--- config.mk ---
export PLATFORM = sky130hd
export DESIGN_NAME = plb_loopback_bist
export DESIGN_NICKNAME = d
export VERILOG_FILES = /design/src/plb_pkg.sv /design/src/plb_prbs_gen.sv /design/src/plb_prbs_chk.sv /design/src/plb_loopback_bist.sv
export VERILOG_INCLUDE_DIRS = /design/src
export SDC_FILE = /design/constraint.sdc
export NUM_CORES = 1
export LEC_CHECK = 0
export ABC_AREA = 1
export BUFFER_PORTS_ARGS = -buffer_cell sky130_fd_sc_hd__buf_2
export CORE_UTILIZATION = 45
export CTS_CLUSTER_DIAMETER = 80
export DETAILED_ROUTE_END_ITERATION = 10
export GPL_ROUTABILITY_DRIVEN = 0
export HOLD_SLACK_MARGIN = 0.1
export PLACE_DENSITY = 0.69
export SETUP_SLACK_MARGIN = 0.15
export SLEW_MARGIN = 10
export SYNTH_ARGS = -nofsm -noshare
export SYNTH_HDL_FRONTEND = slang
export SYNTH_SLANG_ARGS = --single-unit
export TNS_END_PERCENT = 30
--- constraint.sdc ---
create_clock -name mclk -period 6.2 [get_ports mclk]
set_input_delay 0.31 -clock mclk [delete_from_list [all_inputs] [get_ports mclk]]
set_output_delay 0.31 -clock mclk [all_outputs]
set_load 0.1 [all_outputs]
--- src/plb_params.svh ---
// register map, field positions, reset values and counts for the self-test block
`ifndef PLB_PARAMS_SVH
`define PLB_PARAMS_SVH
`define PLB_ADR_BMC     5'h00
`define PLB_ADR_STC     5'h16
`define PLB_ADR_ERR     5'h1B
`define PLB_ADR_LEN     5'h1C
`define PLB_BMC_LOOP    14
`define PLB_STC_RUN     15
`define PLB_STC_CONT    14
`define PLB_STC_SINGLE  13
`define PLB_STC_LONG    12
`define PLB_STC_LOCK    11
`define PLB_STC_LOST    10
`define PLB_STC_BUSY    9
`define PLB_STC_MTX     6
`define PLB_STC_REV     4
`define PLB_STC_ANA     3
`define PLB_STC_DIG     2
`define PLB_STC_PCSO    1
`define PLB_STC_PCSI    0
`define PLB_STC_WMASK   16'hD05F
`define PLB_BMC_RST     16'h0000
`define PLB_STC_RST     16'h0000
`define PLB_LEN_RST     16'h6040
`define PLB_LEN_HI      10
`define PLB_GAP_LO      11
`define PLB_GAP_HI      15
`define PLB_SHORT_BYTES 11'h040
`define PLB_LONG_BYTES  11'h5EE
`define PLB_FILL_NIB    4'h5
`define PLB_SEED        15'h7FFF
`define PLB_TAP_A       14
`define PLB_TAP_B       13
`define PLB_OP_RD       2'h2
`define PLB_OP_WR       2'h1
`define PLB_HDR_LAST    4'hB
`define PLB_DATA_LAST   4'hF
`define PLB_STRAP_TAKE  2'h2
`define PLB_LOCK_NIB    8
`define PLB_LOSS_NIB    8
`endif

--- src/plb_pkg.sv ---
// types and the shared prbs step function of the self-test block
package plb_pkg;
	`include "plb_params.svh"
	typedef struct packed {
		logic       en;
		logic [3:0] d;
	} plb_nib_t;
	typedef struct packed {
		logic pcs_in;
		logic pcs_out;
		logic digital;
		logic analog;
	} plb_lpt_t;
	typedef struct packed {
		logic [1:0] op;
		logic [4:0] phy;
		logic [4:0] adr;
	} plb_hdr_t;
	typedef struct packed {
		logic [14:0] st;
		logic [3:0]  nib;
	} plb_step_t;
	typedef enum logic [1:0] {
		PLB_G_IDLE = 2'h0,
		PLB_G_DATA = 2'h1,
		PLB_G_GAP  = 2'h2
	} plb_gst_t;
	typedef enum logic [1:0] {
		PLB_M_IDLE = 2'h0,
		PLB_M_HDR  = 2'h1,
		PLB_M_TA   = 2'h2,
		PLB_M_DATA = 2'h3
	} plb_mst_t;
	// four serial steps of x^15+x^14+1, msb first; ext feeds received bits
	function automatic plb_step_t plb_lfsr4(input logic [14:0] s,
		input logic [3:0] rx, input logic ext);
		plb_step_t r;
		logic      b;
		r.st  = s;
		r.nib = 4'h0;
		for (int i = 3; i >= 0; i--) begin
			b        = r.st[`PLB_TAP_A] ^ r.st[`PLB_TAP_B];
			r.nib[i] = b;
			r.st     = {r.st[13:0], ext ? rx[i] : b};
		end
		return r;
	endfunction
endpackage

--- src/plb_prbs_gen.sv ---
// self-test packet generator: prbs packets with gaps, or one constant packet
`timescale 1ns/1ps
`include "plb_params.svh"
module plb_prbs_gen (
	input  wire logic             mclk,      // core clock
	input  wire logic             rst,       // async reset, high
	input  wire logic             stb,       // one nibble time
	input  wire logic             run,       // keep sending prbs packets
	input  wire logic             go,        // request one constant packet
	input  wire logic             long_pkt,  // constant packet is long
	input  wire logic [10:0]      len_bytes, // prbs packet length, bytes
	input  wire logic [4:0]       gap_bytes, // inter-packet gap, bytes
	output plb_pkg::plb_nib_t     tx_o,      // generated nibble
	output logic                  busy,      // packet or gap in flight
	output logic                  done       // constant packet finished
);
	plb_pkg::plb_gst_t st_r, st_nxt;
	logic [11:0]       cnt_r, cnt_nxt;
	logic              cst_r, cst_nxt;
	logic [14:0]       lfsr_r;
	logic [10:0]       bytes_w;
	plb_pkg::plb_step_t step_w;
	// lengths in nibbles; a zero gap still leaves one byte of idle
	assign bytes_w = cst_r ? (long_pkt ? `PLB_LONG_BYTES : `PLB_SHORT_BYTES)
		: len_bytes;
	assign step_w  = plb_pkg::plb_lfsr4(lfsr_r, 4'h0, 1'h0);
	// a running stream stays busy through its one idle step between packets
	assign busy    = st_r != plb_pkg::PLB_G_IDLE || run;
	// packet, gap, idle sequencing
	always_comb begin
		st_nxt  = st_r;
		cnt_nxt = cnt_r;
		cst_nxt = cst_r;
		done    = 1'h0;
		case (st_r)
			plb_pkg::PLB_G_IDLE: begin
				// a running stream spends one nibble time here, so gaps stay whole bytes
				if (go || (run && stb)) begin
					st_nxt  = plb_pkg::PLB_G_DATA;
					cnt_nxt = 12'h000;
					cst_nxt = go;
				end
			end
			plb_pkg::PLB_G_DATA: if (stb) begin
				cnt_nxt = cnt_r + 12'h001;
				if (cnt_r == {bytes_w, 1'h0} - 12'h001) begin
					st_nxt  = plb_pkg::PLB_G_GAP;
					cnt_nxt = 12'h000;
				end
			end
			plb_pkg::PLB_G_GAP: if (stb) begin
				cnt_nxt = cnt_r + 12'h001;
				if (cnt_r >= {6'h00, gap_bytes, 1'h0}) begin
					st_nxt = plb_pkg::PLB_G_IDLE;
					done   = cst_r;
				end
			end
			default: st_nxt = plb_pkg::PLB_G_IDLE;
		endcase
	end
	always_ff @(posedge mclk or posedge rst) begin
		if (rst) begin
			st_r   <= plb_pkg::PLB_G_IDLE;
			cnt_r  <= 12'h000;
			cst_r  <= 1'h0;
			lfsr_r <= `PLB_SEED;
			tx_o   <= '0;
		end else begin
			st_r  <= st_nxt;
			cnt_r <= cnt_nxt;
			cst_r <= cst_nxt;
			if (stb) begin
				tx_o.en <= st_r == plb_pkg::PLB_G_DATA;
				tx_o.d  <= cst_r ? `PLB_FILL_NIB : step_w.nib;
			end
			// the sequence only advances on data, so packets join into one stream
			if (stb && st_r == plb_pkg::PLB_G_DATA && !cst_r)
				lfsr_r <= step_w.st;
		end
	end
endmodule // plb_prbs_gen

--- src/plb_prbs_chk.sv ---
// self-synchronising prbs checker with lock, sync loss and error bytes
`timescale 1ns/1ps
`include "plb_params.svh"
module plb_prbs_chk #(
	parameter int ERR_W = 16,            // error counter width
	parameter int LOCK  = `PLB_LOCK_NIB, // good nibbles to lock
	parameter int LOSS  = `PLB_LOSS_NIB  // bad nibbles to lose sync
) (
	input  wire logic             mclk,   // core clock
	input  wire logic             rst,    // async reset, high
	input  wire logic             stb,    // one nibble time
	input  wire logic             clr,    // test start, clears state
	input  wire logic             cont,   // wrap instead of saturate
	input  wire plb_pkg::plb_nib_t rx,    // received nibble
	output logic                  locked, // following the stream
	output logic                  lost,   // lock was lost
	output logic [ERR_W-1:0]      err_cnt // error bytes
);
	logic [14:0]        st_r;
	logic [3:0]         run_r;
	logic               half_r, bad_r, lock_r, lost_r;
	logic               take_w, hit_w, inc_w, sat_w;
	plb_pkg::plb_step_t step_w;
	if (LOCK < 1 || LOCK > 15 || LOSS < 1 || LOSS > 15) begin : g_chk
		$error("lock and loss counts must lie in 1..15");
	end
	// unlocked: seed from the line; locked: free-run and compare
	assign step_w = plb_pkg::plb_lfsr4(st_r, rx.d, !lock_r);
	assign take_w = stb && rx.en;
	assign hit_w  = step_w.nib == rx.d;
	assign sat_w  = &err_cnt;
	// a byte counts once even if both nibbles are wrong
	assign inc_w  = take_w && half_r && (bad_r || !hit_w) && lock_r
		&& !(sat_w && !cont);
	assign locked = lock_r;
	assign lost   = lost_r;
	always_ff @(posedge mclk or posedge rst) begin
		if (rst) begin
			st_r    <= `PLB_SEED;
			run_r   <= 4'h0;
			half_r  <= 1'h0;
			bad_r   <= 1'h0;
			lock_r  <= 1'h0;
			lost_r  <= 1'h0;
			err_cnt <= '0;
		end else if (clr) begin
			run_r   <= 4'h0;
			half_r  <= 1'h0;
			lock_r  <= 1'h0;
			lost_r  <= 1'h0;
			err_cnt <= '0;
		end else begin
			if (take_w) begin
				st_r   <= step_w.st;
				half_r <= !half_r;
				bad_r  <= !hit_w;
				run_r  <= (hit_w ^ lock_r) ? run_r + 4'h1 : 4'h0;
			end else if (stb) begin
				half_r <= 1'h0; // pairing restarts with each packet
			end
			if (take_w && !lock_r && hit_w && run_r == 4'(LOCK - 1)) begin
				lock_r <= 1'h1;
				lost_r <= 1'h0;
				run_r  <= 4'h0; // count afresh in the new state
			end
			if (take_w && lock_r && !hit_w && run_r == 4'(LOSS - 1)) begin
				lock_r <= 1'h0;
				lost_r <= 1'h1;
				run_r  <= 4'h0;
			end
			if (inc_w)
				err_cnt <= err_cnt + 1'h1;
		end
	end
endmodule // plb_prbs_chk

--- src/plb_loopback_bist.sv ---
// loopback point selection, prbs self-test and management register slave
`timescale 1ns/1ps
// Overview of operation
// - Basic mode control bit 14 loops MAC transmit back at the nibble interface.
// - Self-test control bits 0..3 pick PCS input, PCS output, digital, analog loop.
// - MAC-side loop reports no link but returns transmit data to MAC receive.
// - Looped data reaches the media only at 100 Mb/s with control bit 6.
// - External loopback is normal mode with loop select bits 3..0 all zero.
// - Control bit 4 sends received line data straight back to the partner.
// - In reverse loop, received data also goes to MAC; MAC inputs ignored.
// - Generator sends a continuous 15-bit prbs stream; tx and rx independent.
// - Test traffic forms packets and gaps, both lengths set by software.
// - Checker compares received data against its own local prbs register.
// - Errored received bytes are counted and read at register 0x1B.
// - Control register shows checker lock, loss of sync and generator busy.
// - Control bit 14 chooses continuous or single test mode.
// - In continuous mode a full counter wraps to zero and keeps counting.
// - In single mode the error counter stops at its maximum value.
// - Prbs packet length comes from the length register at 0x1C.
// - Control bit 13 sends one constant packet of 64 or 1518 bytes.
// - Registers sit behind a clause 22 serial management slave, 32 x 16.
`include "plb_params.svh"
module plb_loopback_bist #(
	parameter int ERR_W = 16 // error counter width
) (
	input  wire logic              mclk,      // 200 MHz core clock
	input  wire logic              rst,       // async reset, high
	input  wire logic              mdc,       // management clock pin
	input  wire logic              mdio_i,    // management data in
	output logic                   mdio_o,    // management data out
	output logic                   mdio_oe_n, // low while driving mdio
	input  wire logic [4:0]        phy_addr,  // address strap pins
	input  wire logic              nib_stb,   // one nibble time
	input  wire logic              speed100,  // link runs at 100 Mb/s
	input  wire logic              link_ok,   // link from the pma
	input  wire plb_pkg::plb_nib_t mac_tx,    // nibble from the MAC
	input  wire plb_pkg::plb_nib_t pcs_rx,    // nibble from the line
	output plb_pkg::plb_nib_t      mac_rx_o,  // nibble to the MAC
	output plb_pkg::plb_nib_t      pcs_tx_o,  // nibble to the line
	output plb_pkg::plb_lpt_t      lb_pt_o,   // loop point to the pcs
	output logic                   link_up_o  // link reported to software
);
	if (ERR_W < 1 || ERR_W > 16) begin : g_chk
		$error("error counter width must lie in 1..16");
	end
	logic              mdc_s1_r, mdc_s2_r, mdc_s3_r;
	logic              mio_s1_r, mio_s2_r;
	logic [4:0]        adr_s1_r, adr_s2_r, phy_ad_r;
	logic [1:0]        strap_r;
	plb_pkg::plb_mst_t m_st_r, m_st_nxt;
	plb_pkg::plb_hdr_t hdr_r, hdr_nxt;
	logic [3:0]        cnt_r, cnt_nxt;
	logic [15:0]       sh_r, sh_nxt;
	logic              last_r, last_nxt, mo_nxt, moe_n_nxt;
	logic              mdc_rise, rd_hit, wr_fire;
	logic [15:0]       wdat, rd_data, stc_rd;
	logic [15:0]       bmc_r, stc_r, len_r;
	logic              single_r, run_q_r, bist_clr;
	logic              gen_busy, gen_done, chk_lock, chk_lost;
	logic [ERR_W-1:0]  err_cnt;
	logic              mii_lb, rev_lb, med_tx_ok, bist_on;
	plb_pkg::plb_lpt_t lpt_w;
	plb_pkg::plb_nib_t gen_tx, tx_src, mac_rx_nxt, pcs_tx_nxt;

	// pins pass two flops, mdc a third for its edge detect; the first flop feeds only the second
	always_ff @(posedge mclk or posedge rst) begin
		if (rst) begin
			mdc_s1_r <= 1'h0;
			mdc_s2_r <= 1'h0;
			mdc_s3_r <= 1'h0;
			mio_s1_r <= 1'h1;
			mio_s2_r <= 1'h1;
			adr_s1_r <= 5'h00;
			adr_s2_r <= 5'h00;
		end else begin
			mdc_s1_r <= mdc;
			mdc_s2_r <= mdc_s1_r;
			mdc_s3_r <= mdc_s2_r;
			mio_s1_r <= mdio_i;
			mio_s2_r <= mio_s1_r;
			adr_s1_r <= phy_addr;
			adr_s2_r <= adr_s1_r;
		end
	end

	// straps are caught once, after the synchroniser has filled
	always_ff @(posedge mclk or posedge rst) begin
		if (rst) begin
			strap_r  <= 2'h0;
			phy_ad_r <= 5'h00;
		end else if (strap_r != 2'h3) begin
			strap_r <= strap_r + 2'h1;
			if (strap_r == `PLB_STRAP_TAKE)
				phy_ad_r <= adr_s2_r;
		end
	end

	// mdc is slow against mclk, so a delayed edge still meets set-up
	assign mdc_rise = mdc_s2_r && !mdc_s3_r;
	assign rd_hit   = hdr_r.phy == phy_ad_r && hdr_r.op == `PLB_OP_RD;
	assign wdat     = {sh_r[14:0], mio_s2_r};
	assign wr_fire  = mdc_rise && m_st_r == plb_pkg::PLB_M_DATA
		&& cnt_r == `PLB_DATA_LAST && hdr_r.phy == phy_ad_r
		&& hdr_r.op == `PLB_OP_WR;

	// management frame: start 01, op, phy, reg, turnaround, 16 data bits
	always_comb begin
		m_st_nxt  = m_st_r;
		hdr_nxt   = hdr_r;
		cnt_nxt   = cnt_r;
		sh_nxt    = sh_r;
		last_nxt  = last_r;
		mo_nxt    = mdio_o;
		moe_n_nxt = mdio_oe_n;
		if (mdc_rise) begin
			last_nxt = mio_s2_r;
			case (m_st_r)
				plb_pkg::PLB_M_IDLE: begin
					if (!last_r && mio_s2_r) begin
						m_st_nxt = plb_pkg::PLB_M_HDR;
						cnt_nxt  = 4'h0;
					end
				end
				plb_pkg::PLB_M_HDR: begin
					hdr_nxt = plb_pkg::plb_hdr_t'({hdr_r[10:0], mio_s2_r});
					cnt_nxt = cnt_r + 4'h1;
					if (cnt_r == `PLB_HDR_LAST) begin
						m_st_nxt = plb_pkg::PLB_M_TA;
						cnt_nxt  = 4'h0;
					end
				end
				plb_pkg::PLB_M_TA: begin
					cnt_nxt = cnt_r + 4'h1;
					if (cnt_r == 4'h0 && rd_hit) begin
						moe_n_nxt = 1'h0;
						mo_nxt    = 1'h0;
						sh_nxt    = rd_data;
					end
					if (cnt_r != 4'h0) begin
						m_st_nxt = plb_pkg::PLB_M_DATA;
						cnt_nxt  = 4'h0;
						mo_nxt   = sh_r[15];
						sh_nxt   = {sh_r[14:0], 1'h0};
					end
				end
				plb_pkg::PLB_M_DATA: begin
					cnt_nxt = cnt_r + 4'h1;
					mo_nxt  = sh_r[15];
					sh_nxt  = wdat;
					if (cnt_r == `PLB_DATA_LAST) begin
						m_st_nxt  = plb_pkg::PLB_M_IDLE;
						moe_n_nxt = 1'h1;
						last_nxt  = 1'h1; // a trailing 0 must not fake a start
					end
				end
				default: m_st_nxt = plb_pkg::PLB_M_IDLE;
			endcase
		end
	end

	always_ff @(posedge mclk or posedge rst) begin
		if (rst) begin
			m_st_r    <= plb_pkg::PLB_M_IDLE;
			hdr_r     <= '0;
			cnt_r     <= 4'h0;
			sh_r      <= 16'h0000;
			last_r    <= 1'h1;
			mdio_o    <= 1'h1;
			mdio_oe_n <= 1'h1;
		end else begin
			m_st_r    <= m_st_nxt;
			hdr_r     <= hdr_nxt;
			cnt_r     <= cnt_nxt;
			sh_r      <= sh_nxt;
			last_r    <= last_nxt;
			mdio_o    <= mo_nxt;
			mdio_oe_n <= moe_n_nxt;
		end
	end

	// register read decode; unmapped addresses read as zero
	function automatic logic [15:0] reg_rd(input logic [4:0] a);
		case (a)
			`PLB_ADR_BMC: reg_rd = bmc_r;
			`PLB_ADR_STC: reg_rd = stc_rd;
			`PLB_ADR_ERR: reg_rd = 16'(err_cnt);
			`PLB_ADR_LEN: reg_rd = len_r;
			default:      reg_rd = 16'h0000;
		endcase
	endfunction
	assign rd_data = reg_rd(hdr_r.adr);

	// status fields overlay the stored control bits
	always_comb begin
		stc_rd                  = stc_r;
		stc_rd[`PLB_STC_SINGLE] = single_r;
		stc_rd[`PLB_STC_LOCK]   = chk_lock;
		stc_rd[`PLB_STC_LOST]   = chk_lost;
		stc_rd[`PLB_STC_BUSY]   = gen_busy;
	end

	// register writes; the single-packet bit clears itself when sent
	always_ff @(posedge mclk or posedge rst) begin
		if (rst) begin
			bmc_r    <= `PLB_BMC_RST;
			stc_r    <= `PLB_STC_RST;
			len_r    <= `PLB_LEN_RST;
			single_r <= 1'h0;
			run_q_r  <= 1'h0;
		end else begin
			run_q_r <= stc_r[`PLB_STC_RUN];
			if (wr_fire && hdr_r.adr == `PLB_ADR_BMC)
				bmc_r <= wdat;
			if (wr_fire && hdr_r.adr == `PLB_ADR_STC)
				stc_r <= wdat & `PLB_STC_WMASK;
			if (wr_fire && hdr_r.adr == `PLB_ADR_LEN)
				len_r <= wdat;
			if (wr_fire && hdr_r.adr == `PLB_ADR_STC
				&& wdat[`PLB_STC_SINGLE])
				single_r <= 1'h1;
			else if (gen_done)
				single_r <= 1'h0;
		end
	end

	// fixed loop priority keeps overlapping selects deterministic
	assign mii_lb        = bmc_r[`PLB_BMC_LOOP];
	assign lpt_w.pcs_in  = !mii_lb && stc_r[`PLB_STC_PCSI];
	assign lpt_w.pcs_out = !mii_lb && !stc_r[`PLB_STC_PCSI]
		&& stc_r[`PLB_STC_PCSO];
	assign lpt_w.digital = !mii_lb && !stc_r[`PLB_STC_PCSI]
		&& !stc_r[`PLB_STC_PCSO] && stc_r[`PLB_STC_DIG];
	assign lpt_w.analog  = !mii_lb
		&& stc_r[`PLB_STC_ANA:`PLB_STC_PCSI] == 4'h8;
	// no select set is plain operation, as an external plug loop needs
	assign rev_lb        = !mii_lb && stc_r[`PLB_STC_REV]
		&& stc_r[`PLB_STC_ANA:`PLB_STC_PCSI] == 4'h0;
	assign med_tx_ok     = speed100 && stc_r[`PLB_STC_MTX];
	assign bist_on       = stc_r[`PLB_STC_RUN] || single_r;
	assign bist_clr      = stc_r[`PLB_STC_RUN] && !run_q_r;

	// transmit source, then the loop muxes toward MAC and line
	assign tx_src     = bist_on ? gen_tx : mac_tx;
	assign pcs_tx_nxt = rev_lb ? pcs_rx
		: (mii_lb && !med_tx_ok) ? '0 : tx_src;
	assign mac_rx_nxt = mii_lb ? tx_src : pcs_rx;

	always_ff @(posedge mclk or posedge rst) begin
		if (rst) begin
			mac_rx_o  <= '0;
			pcs_tx_o  <= '0;
			lb_pt_o   <= '0;
			link_up_o <= 1'h0;
		end else begin
			lb_pt_o   <= lpt_w;
			link_up_o <= link_ok && !mii_lb;
			if (nib_stb) begin
				mac_rx_o <= mac_rx_nxt;
				pcs_tx_o <= pcs_tx_nxt;
			end
		end
	end

	// generator and checker run on separate paths
	plb_prbs_gen u_gen (
		.mclk      (mclk),
		.rst       (rst),
		.stb       (nib_stb),
		.run       (stc_r[`PLB_STC_RUN]),
		.go        (single_r),
		.long_pkt  (stc_r[`PLB_STC_LONG]),
		.len_bytes (len_r[`PLB_LEN_HI:0]),
		.gap_bytes (len_r[`PLB_GAP_HI:`PLB_GAP_LO]),
		.tx_o      (gen_tx),
		.busy      (gen_busy),
		.done      (gen_done)
	);
	plb_prbs_chk #(
		.ERR_W (ERR_W)
	) u_chk (
		.mclk    (mclk),
		.rst     (rst),
		.stb     (nib_stb),
		.clr     (bist_clr),
		.cont    (stc_r[`PLB_STC_CONT]),
		.rx      (mac_rx_nxt),
		.locked  (chk_lock),
		.lost    (chk_lost),
		.err_cnt (err_cnt)
	);
endmodule // plb_loopback_bist

==> results.md, run 1 <==
* Outcome: finished clean
* Final wirelength at 21900 um
* Met2 WL post-DR at about 10000 um
* Residual DRC at 0
* Slew @ Worst Pin at about 1.1 ns
* Vias per cell at 5.17
* CP Capture Type: flip-flop
* Layout cells sized above 1 at 0.108
* Seq/Total Area, Yosys at 0.500
* GRT overflow at 0
* Largest net degree at the start of global routing at 120
* Setup TNS after final layout at 0 ns
* Via count at approximately 7900
* Register area at 0.00483 mm2
* Non-Filler Cell Area, Final at 0.0107 mm2
* Synth Warn # at 0
* Setup CP Type: reg -> reg
* Setup Slack @ Placement at 3.42 ns
* Max VDD drop at 0.000278 V
* Die area at 0.0221 mm2
* Die Wd at between 100 and 150 um
* Port-buffer cells at 38
* Total Power at 0.00317 W
* Fill count at 1966
* CP arrival at roughly 3.2 ns
* Root Buffer: clkbuf_16
* LEAKAGE at around 5 nW
* Flops & latches, synth at 191
* Diodes inserted at 0
* IO Pins at 39
* Core area at ~0.021 mm2
* Row count at 53
* Critical path data required time at about 6.5 ns
* Initial DRC count at 533
* CTS max path bufs at 2
* First-pass GRT wire length at 37000 um
* Starting density of the core at 0.459
* Met3 wire length at 918 um
* Clk slew on worst S/H paths at around 0.07 ns
* Final worst setup slack at 3.33 ns
* Post-Synthesis Cells at 1213
* CTS H-tree lvls at 4
* Area Overhead vs Synth at 11.0%
* Clock sink count at 191
* Synthesized area per cell at 7.96 um2
* Post-synth EDFFs at 0
* Min-Delay Path Class: in -> reg
* Final Hold Fails at 0
* Routed wire per std cell at 14.3 um
* Die Y at roughly 150 um
* Placed Area at 0.0101 mm2
* Max_cap viols at 0
* Fmax at 349 MHz
* CP max FO at 32
* Slew HR at 0.261
* Antenna viol nets, final at 0
* Final critical-path required period at 2.87 ns
* Finish-stage setup viols at 0
* Post-DP HPWL at 15200 um
* Commonest non-fill, non-tap cell in the layout: nand2_1
* Clk_skew at 0.0115 ns
* Multi-input logic area at 0.00416 mm2
* Cell area after synthesis at 0.00966 mm2
* Vias in the first global route at between 7000 and 8000
* Initial antenna violation count at 0
* Top Metal Used: met4
* Most frequently used flop master after synthesis: dfrtp_1
* TritonCTS clock tree: done
* CTS Buf Count at 17
* Period utilisation layout at 0.462
* Clock Latency Late Sink at 0.44 ns
* RSZ-0062 raised after global routing: false
* Pwr per Cell Area at 296 mW/mm2
* Commonest cells after routing, fill and taps aside: nand2_1 (370), dfrtp_1 (153), o21ai_0 (141), inv_1 (128), nand3_1 (78)
* Synth cell types at 40
* Nets at 1291
* Ys async rst share at 1.00
* Drt first pass iters at 5
* Worst setup SP type: flip-flop
* WL met1 at 10500 um
* Tot GR Track Use at 0.211
* Syn Nets at 1257
* Max Slew Vio Count at 0
## power breakdown
part	internal (W)	leakage, nW	switching [W]
combinational	0.000186	2.39	0.000443
sequential	0.00138	2.40	0.0000982
clock	0.000542	0.283	0.000522
total	0.00211	5.07	0.00106
## layout make-up
| cell class | instances | share of cell area |
|---|---|---|
| Clock buffer | 19 | 0.0413 |
| Clock inverter | 13 | 0.0111 |
| Inverter | 136 | 0.0483 |
| Multi-Input combinational cell | 850 | 0.388 |
| Sequential cell | 191 | 0.450 |
| Tap cell | 275 | 0.0321 |
| Timing Repair Buffer | 51 | 0.0289 |
## kinds of logic (layout without fill, tap and decap cells)
family                     Yosys count  in the layout  synth area share
AOI/OAI and AO/OA                  219            219             0.124
xor gates and xnor gates            35             35            0.0317
adders and majority gates           22             22            0.0285
buffers and inverters              172            219            0.0698
DFF                                191            191             0.500
muxes                                1              1           0.00117
and+or+nand+nor                    573            573             0.245
## per-stage QoR
step	instances	hold slack, ns	util
global route	1535	0.162	0.510
floorplan	1213	0.314	-
finish	1535	0.153	0.510
detailed placement	1494	0.336	0.479
CTS	1535	0.132	0.510
global placement	1494	0.332	0.479
## final timing paths
kind	to	slack [ns]	startpoint	cells past startpoint
worst max register to register	bmc_r[2]	3.33	hdr_r[0]	5
worst min register to register	adr_s2_r[1]	0.35	adr_s1_r[1]	0
worst min-delay path	pcs_tx_o[3]	0.15	pcs_rx[3]	3
worst max-delay path	bmc_r[2]	3.33	hdr_r[0]	5
max in group asynchronous	u_gen.cst_r	4.11	rst	4
min in group asynchronous	u_gen.cnt_r[0]	0.61	rst	3
## routing by layer
metal / track usage / vias to the layer above
met2: 0.343 / 155
met5: 0 / -
li1: - / 3998
met3: 0.0313 / 20
met1: 0.293 / 3764
met4: 0.0577 / 0
## what timing repair did
item,CTS,global route
setup buffers,0,0
setup endpoints to repair,0,0
resized for setup,0,0
hold buffers,9,0
hold endpoints to repair,44,0
## state kept, by name, summed over array words and instances (netlist names), 9 cells and up
signal,cells
bmc_r,16
hdr_r,12
len_r,16
sh_r,16
stc_r,9
u_chk.err_cnt,16
u_chk.st_r,15
u_gen.cnt_r,12
u_gen.lfsr_r,15
## Yosys cell counts, drive strengths merged (13+ instances only)
| cell type | number | area share |
|---|---|---|
| nor3 | 19 | 0.010 |
| dfstp | 38 | 0.10 |
| o22ai | 16 | 0.010 |
| ha | 22 | 0.028 |
| nor2 | 77 | 0.031 |
| xor2 | 22 | 0.020 |
| o21ai | 150 | 0.078 |
| nand3 | 78 | 0.040 |
| clkbuf | 27 | 0.010 |
| inv | 132 | 0.051 |
| dfrtp | 153 | 0.40 |
| xnor2 | 13 | 0.012 |
| nand2 | 378 | 0.15 |
| a21oi | 23 | 0.012 |
## critical path: stages (launching register included)
cell and delay, ns:
dfrtp_1 0.43, nor2_1 0.16, nand3_1 0.20, inv_1 0.51, nand3_1 0.91, o21ai_0 0.52
(Power assumes the default switching activity.)
==> inputs of run 2 (changes only) <==
Settings changed: ABC_AREA 1 to 0.
Clock period 6.2 ns to 2.8 ns, I/O delays scaled along.
==> run 2 against run 1 <==
The run now ends with setup timing left. Non-clock buffer count rose by 60. Count of clock-buffer cells in the layout fell by 2. Total power rose by 120%. Via count fell by 13%. Global-route usage fell by 0.36 points. Final area rose by 3.6%. Clock skew rose by 0.0010 ns. First-iteration DRC count fell by 19%. Register-to-register slack got worse by 3.4 ns. Area after synthesis fell by 3.5%.
==> results.md, run 2 <==
* Area leader, netlist: dfrtp_1
* Non-Filler Cell Area, Final at 0.0111 mm2 (+3.6%)
* Max VDD drop at 0.000422 V (+52%)
* Area Overhead vs Synth at 19.1%
* Root Buffer: clkbuf_16
* Vias per cell at 5.53 (+7.0%)
* Die Wd at 146 um (-1.7%)
* Period utilisation layout at 1.04 (+0.578)
* Clock Latency Late Sink at 0.44 ns (about the same)
* Clk_skew at 0.0126 ns (+0.00104 ns)
* Routed wire per std cell at 16.5 um (+16%)
* Critical path data required time at 3.12 ns (-3.39 ns)
* Worst setup SP type: flip-flop
* Synthesized area per cell at 10.6 um2 (+33%)
* Clk slew on worst S/H paths at 0.07 ns (about the same)
* Core area at 0.0203 mm2 (-3.4%)
* RR Endpoint: u_gen.cnt_r[0]
* Diodes inserted at 0 (unchanged)
* Flops & latches, synth at 191 (unchanged)
* First-pass GRT wire length at 35300 um (-4.6%)
* Synth top area cells: dfrtp_1 (41%), dfstp_2 (11%), mux2_2 (9.9%)
* Ys async rst share at 1.00 (unchanged)
* Leading cell types by count after synthesis: dfrtp_1 (153), mux2_2 (82), nand2_1 (78)
* CTS max path bufs at 2 (unchanged)
* Pwr per Cell Area at 625 mW/mm2 (+110%)
* IO Pins at 39 (unchanged)
* Die area at 0.0213 mm2 (-3.5%)
* TritonCTS clock tree: done
* Synth cell types at 65 (+63%)
* Flop2flop setup slack at -0.11 ns (-3.45 ns)
* WHS at 0.270 ns (+0.117 ns)
* LEAKAGE at 4.77 nW (-5.9%)
* Layout cells sized above 1 at 0.293 (+0.185)
* Finish-stage setup viols at 9 (+9)
* Cell area after synthesis at 0.00932 mm2 (-3.5%)
* Syn Nets at 924 (-26%)
* Min-Delay Endpoint: pcs_tx_o[1]
* Worst hold start: mac_tx[1]
* Residual DRC at 0 (unchanged)
* Largest net degree at the start of global routing at 104 (-13%)
* Setup TNS after final layout at -0.727 ns (-0.727 ns)
* Initial DRC count at 431 (-19%)
* Max Slew Vio Count at 0 (unchanged)
* Final worst setup slack at -0.114 ns (-3.45 ns)
* Die Y at 146 um (-1.7%)
* Synth Warn # at 0 (unchanged)
* Initial antenna violation count at 0 (unchanged)
* Max_cap viols at 0 (unchanged)
* Reg2Reg Depth at 11 (+6)
* Drt first pass iters at 5 (unchanged)
* Slew @ Worst Pin at 1.07 ns (-0.0331 ns)
* GRT overflow at 0 (unchanged)
* Setup CP Type: reg -> reg
* CTS H-tree lvls at 4 (unchanged)
* Min-Delay Path Class: in -> reg
* Antenna viol nets, final at 0 (unchanged)
* CP Capture Type: flip-flop
* Port-buffer cells at 38 (unchanged)
* Vias in the first global route at 6996 (-7.0%)
* Starting density of the core at 0.459 (about the same)
* Final wirelength at 20700 um (-5.6%)
* Commonest cells after routing, fill and taps aside: dfrtp_1 (153), mux2_2 (82), nand2_1 (78), nor2_1 (57), o21ai_0 (57)
* Final critical-path required period at 2.91 ns (+0.0472 ns)
* Post-Synthesis Cells at 880 (-27%)
* CP arrival at 3.23 ns (+0.06 ns)
* Outcome: finished with violations
* CP max FO at 5 (-84%)
* Placed Area at 0.0102 mm2 (+0.88%)
* Final Hold Fails at 0 (unchanged)
* Post-synth EDFFs at 0 (unchanged)
* Worst Hold Depth at 5 (+2)
* Commonest non-fill, non-tap cell in the layout: dfrtp_1
* Via count at 6920 (-13%)
* Critical R2R Launch: u_gen.cst_r
* Slew HR at 0.283 (+0.0217)
* Count leader, synth: dfrtp_1
* Failing checks: setup timing
* Yosys top cell area share at 0.411 (+0.0144)
* Row count at 52 (-1.9%)
* CTS Buf Count at 17 (unchanged)
* Fin util at 0.547 (+0.0372)
* Post-DP HPWL at 14100 um (-7.1%)
* Total Power at 0.00694 W (+120%)
* Most frequently used flop master after synthesis: dfrtp_1
* Seq/Total Area, Yosys at 0.518 (+0.0181)
* Nets at 1012 (-22%)
* Tot GR Track Use at 0.207 (-0.00358)
* Clock sink count at 191 (unchanged)
* RSZ-0062 raised after global routing: true
* Fmax at 343 MHz (-1.6%)
-- run 2: changes by cell type after synthesis, sizes merged, moves of 15 or more --
cell   delta
a21oi    +37
nor2     -19
inv     -106
nand2   -300
a22oi    +25
o21ai    -83
o22ai    -15
nand3    -60
mux2     +82
xnor2    +19
-- run 2: metrics by stage --
step                std cells  setup WS (ns)
floorplan                 880         -0.236
global placement         1200         -0.117
detailed placement       1200         -0.170
CTS                      1249         -0.108
global route             1251         -0.234
finish                   1251         -0.114
-- run 2: how the worst max path moves through the flow --
stage / from / to / depth (start not counted)
4_1_cts: u_gen.cst_r / u_gen.cnt_r[0] / 11
2_1_floorplan: u_gen.cst_r / u_gen.cnt_r[5] / 12
3_5_place_dp: u_gen.cst_r / u_gen.cnt_r[4] / 11
5_1_grt: u_gen.cst_r / u_gen.cnt_r[10] / 12
6_report: u_gen.cst_r / u_gen.cnt_r[0] / 11
3_3_place_gp: u_gen.cst_r / u_gen.cnt_r[0] / 10
-- run 2: cells by family (layout without fill, tap and decap cells) --
kind of cell | count (synthesis) | count (layout) | synth area share
AOI/OAI and AO/OA | 205 | 205 | 0.136
xor gates and xnor gates | 45 | 45 | 0.0423
adders and majority gates | 22 | 22 | 0.0295
buffers and inverters | 68 | 169 | 0.0285
DFF | 191 | 191 | 0.518
muxes | 91 | 91 | 0.109
and+or+nand+nor | 258 | 258 | 0.137
-- run 2: final cells by class --
| type | instances | area, um2 |
|---|---|---|
| clock buffers | 17 | 425 |
| clock inverters | 15 | 170 |
| fillers | 1762 | 9190 |
| inverters | 26 | 101 |
| multi-input cells | 621 | 4420 |
| flip-flops and latches | 191 | 4830 |
| well taps | 270 | 338 |
| repair buffers | 111 | 820 |
-- run 2: what timing repair did --
action                                  CTS  global route
hold buffers                             15             0
gates resized for setup                  13            26
pin swaps                                 1             8
hold endpoints to repair                 34             0
setup buffers                             2             2
endpoints found under the setup margin   32            37
-- run 2: power breakdown --
group          internal [W]  total [W]  switching (W)
registers           0.00300    0.00321       0.000213
logic              0.000523    0.00133       0.000810
clock network       0.00120    0.00239        0.00119
-- run 2: critical path, cell delays in order, from the launching register on --
cell     delay (ns)
dfrtp_1        0.40
and2_4         0.15
a21oi_2        0.10
ha_2           0.19
xor2_1         0.17
xnor2_1        0.09
or4_1          0.49
or4_4          0.44
o41ai_4        0.24
buf_4          0.19
nor2_2         0.06
mux2_2         0.26
-- run 2: routing by layer --
metal / vias to the layer above / routed length [um] / GRT usage
met5: - / 0 / 0
li1: 3315 / - / -
met1: 3442 / 9530 / 0.279
met4: 0 / 558 / 0.0847
met2: 129 / 9880 / 0.332
met3: 34 / 734 / 0.0361
==> inputs of run 3 (changes only) <==
Settings changed: BUFFER_PORTS_ARGS -buffer_cell sky130_fd_sc_hd__buf_2 to -buffer_cell sky130_fd_sc_hd__clkbuf_2.
==> run 3 against run 2 <==
The run still ends with setup timing left. Die area stayed put. Total power increased by 0.50%. Highest routed layer unchanged. Global-route usage shrank 0.62 points. Largest cell class unchanged. Critical path type unchanged.
==> results.md, run 3 (same netlist as run 2, synthesis figures left out) <==
* TritonCTS clock tree: done
* Worst setup SP type: flip-flop
* WP buf/inv at 1 (unchanged)
* Post-DP HPWL at 14000 um (-0.71%)
* Max VDD drop at 0.000475 V (+13%)
* Fill count at 1811 (+2.8%)
* Psw at 0.00220 W (-0.57%)
* Die Wd at 146 um (unchanged)
* Row count at 52 (unchanged)
* Root Buffer: clkbuf_16
* Crit path from: u_gen.cst_r
* Layout cells sized above 1 at 0.286 (-0.00655)
* CTS Buf Count at 17 (unchanged)
* Worst hold start: mac_tx[3]
* Clock sink count at 191 (unchanged)
* Combinational share of power at 0.180 (-0.012)
* Clk slew on worst S/H paths at 0.08 ns (about the same)
* Setup TNS after final layout at -1.02 ns (-0.294 ns)
* Diodes inserted at 0 (unchanged)
* Net Sw Frac at 0.315 (-0.00338)
* Initial DRC count at 450 (+4.4%)
* Max_cap viols at 0 (unchanged)
* Crit path depth at 11 (unchanged)
* Final Hold Fails at 0 (unchanged)
* First-pass GRT wire length at 34400 um (-2.7%)
* RSZ-0062 raised after global routing: true
* GRT overflow at 0 (unchanged)
* Final worst setup slack at -0.133 ns (-0.0191 ns)
* Tot GR Track Use at 0.201 (-0.00623)
* Routed wire per std cell at 16.3 um (-1.2%)
* Area Overhead vs Synth at 18.6%
* Worst-path cell chain: and2_4, a21oi_2, ha_2, xor2_2, xnor2_1, or4_1, or4_4, o41ai_4, buf_4, nor2_2, mux2_2
* Slew @ Worst Pin at 1.05 ns (-0.0260 ns)
* Period utilisation layout at 1.05 (+0.00680)
* Via count at 6898 (-0.32%)
* Non-Filler Cell Area, Final at 0.0111 mm2 (-0.47%)
* Starting density of the core at 0.459 (unchanged)
* Initial antenna violation count at 0 (unchanged)
* Pwr per Cell Area at 631 mW/mm2 (+0.97%)
* Seq pwr share at 0.460 (-0.003)
* Nets at 1010 (-0.20%)
* Slew HR at 0.300 (+0.0174)
* CTS H-tree lvls at 4 (unchanged)
* Worst path max stage delay at 0.49 ns (about the same)
* Critical R2R Launch: u_gen.cst_r
* Clk_skew at 0.0112 ns (-0.00137 ns)
* Inst Count DP at 1199 (-0.083%)
* Slowest CP cell: or4_1
* Min-Delay Path Class: in -> reg
* CTS max path bufs at 2 (unchanged)
* Vias in the first global route at 6818 (-2.5%)
* CP Capture Type: flip-flop
* Setup CP Type: reg -> reg
* Worst Hold Depth at 5 (unchanged)
* Non-filler cells, final at 1249 (-0.16%)
* Failing checks: setup timing
* Final wirelength at 20400 um (-1.4%)
* Commonest cells after routing, fill and taps aside: dfrtp_1 (153), mux2_2 (82), nand2_1 (78), o21ai_0 (58), nor2_1 (57)
* Cell Int Power at 0.00477 W (+0.99%)
* CP max FO at 5 (unchanged)
* Die area at 0.0213 mm2 (unchanged)
* Clock Power Share at 0.360 (+0.015)
* Clock Latency Late Sink at 0.44 ns (about the same)
* Core area at 0.0203 mm2 (unchanged)
* Vias per cell at 5.52 (-0.16%)
* Residual DRC at 0 (unchanged)
* Drt first pass iters at 6 (+1)
* Final critical-path required period at 2.93 ns (+0.0191 ns)
* Total Power at 0.00697 W (+0.50%)
* Placed Area at 0.0101 mm2 (about the same)
* Port-buffer cells at 38 (unchanged)
* Commonest non-fill, non-tap cell in the layout: dfrtp_1
* Largest net degree at the start of global routing at 77 (-26%)
* IO Pins at 39 (unchanged)
* CP delay by family, top: simple AND/OR/NAND/NOR gates
* WHS at 0.236 ns (-0.0333 ns)
* Reg2Reg Depth at 11 (unchanged)
* Finish-stage setup viols at 10 (+1)
* Fmax at 341 MHz (-0.65%)
* CP arrival at 3.26 ns (+0.03 ns)
* Antenna viol nets, final at 0 (unchanged)
* Outcome: finished with violations
* LEAKAGE at 4.77 nW (about the same)
* Critical path data required time at 3.13 ns (about the same)
* Max Slew Vio Count at 0 (unchanged)
* Die Y at 146 um (unchanged)
run 3: worst min-delay path: stages:
cell and delay (ns):
clkbuf_2 0.08, or3b_1 0.16, a21oi_1 0.06, a21oi_1 0.12, a21oi_1 0.08
run 3: routing by layer:
layer  track usage  vias to the layer above  wire (um)
li1              -                     3299          -
met1         0.282                     3441       9750
met2         0.316                      128       9620
met3        0.0326                       30        616
met4        0.0700                        0        431
met5             0                        -          0
run 3: final cells by class:
cell class / count / area [um2] / area share
clock buffer: 17 / 425 / 0.0385
sequential: 191 / 4830 / 0.437
inverter: 26 / 101 / 0.00917
timing repair buffer: 109 / 790 / 0.0714
clock inverter: 15 / 185 / 0.0168
tap: 270 / 338 / 0.0306
multi-input combinational: 621 / 4390 / 0.397
run 3: power groups by stage:
stage | Clock (W) | Sequential (W) | Combinational [W]
2_1_floorplan | 0 | 0.00329 | 0.000755
3_3_place_gp | 0 | 0.00324 | 0.00118
3_5_place_dp | 0 | 0.00325 | 0.00120
4_1_cts | 0.00254 | 0.00321 | 0.00124
5_1_grt | 0.00265 | 0.00324 | 0.00137
6_report | 0.00251 | 0.00321 | 0.00126
run 3: what timing repair did:
| item | 4_1_cts | 5_1_grt |
|---|---|---|
| resized for setup | 9 | 17 |
| pin swaps | 3 | 4 |
| setup endpoints to repair | 33 | 33 |
| setup buffers | 2 | 1 |
| hold buffers | 15 | 0 |
| endpoints found under the hold margin | 34 | 0 |
run 3: worst paths after layout:
kind                                   to  slack, ns
hold reg to reg               adr_s2_r[1]       0.35
hold / removal                pcs_tx_o[3]       0.24
min in group asynchronous        mdc_s3_r       0.31
max in group asynchronous       len_r[13]       1.66
setup reg to reg           u_gen.cnt_r[0]      -0.13
setup / recovery           u_gen.cnt_r[0]      -0.13
run 3: through the flow:
stage                util  setup WS, ns
floorplan               -        -0.236
global placement    0.500       -0.0972
CTS                 0.540        -0.137
finish              0.545        -0.133
global route        0.545        -0.236
detailed placement  0.500        -0.220
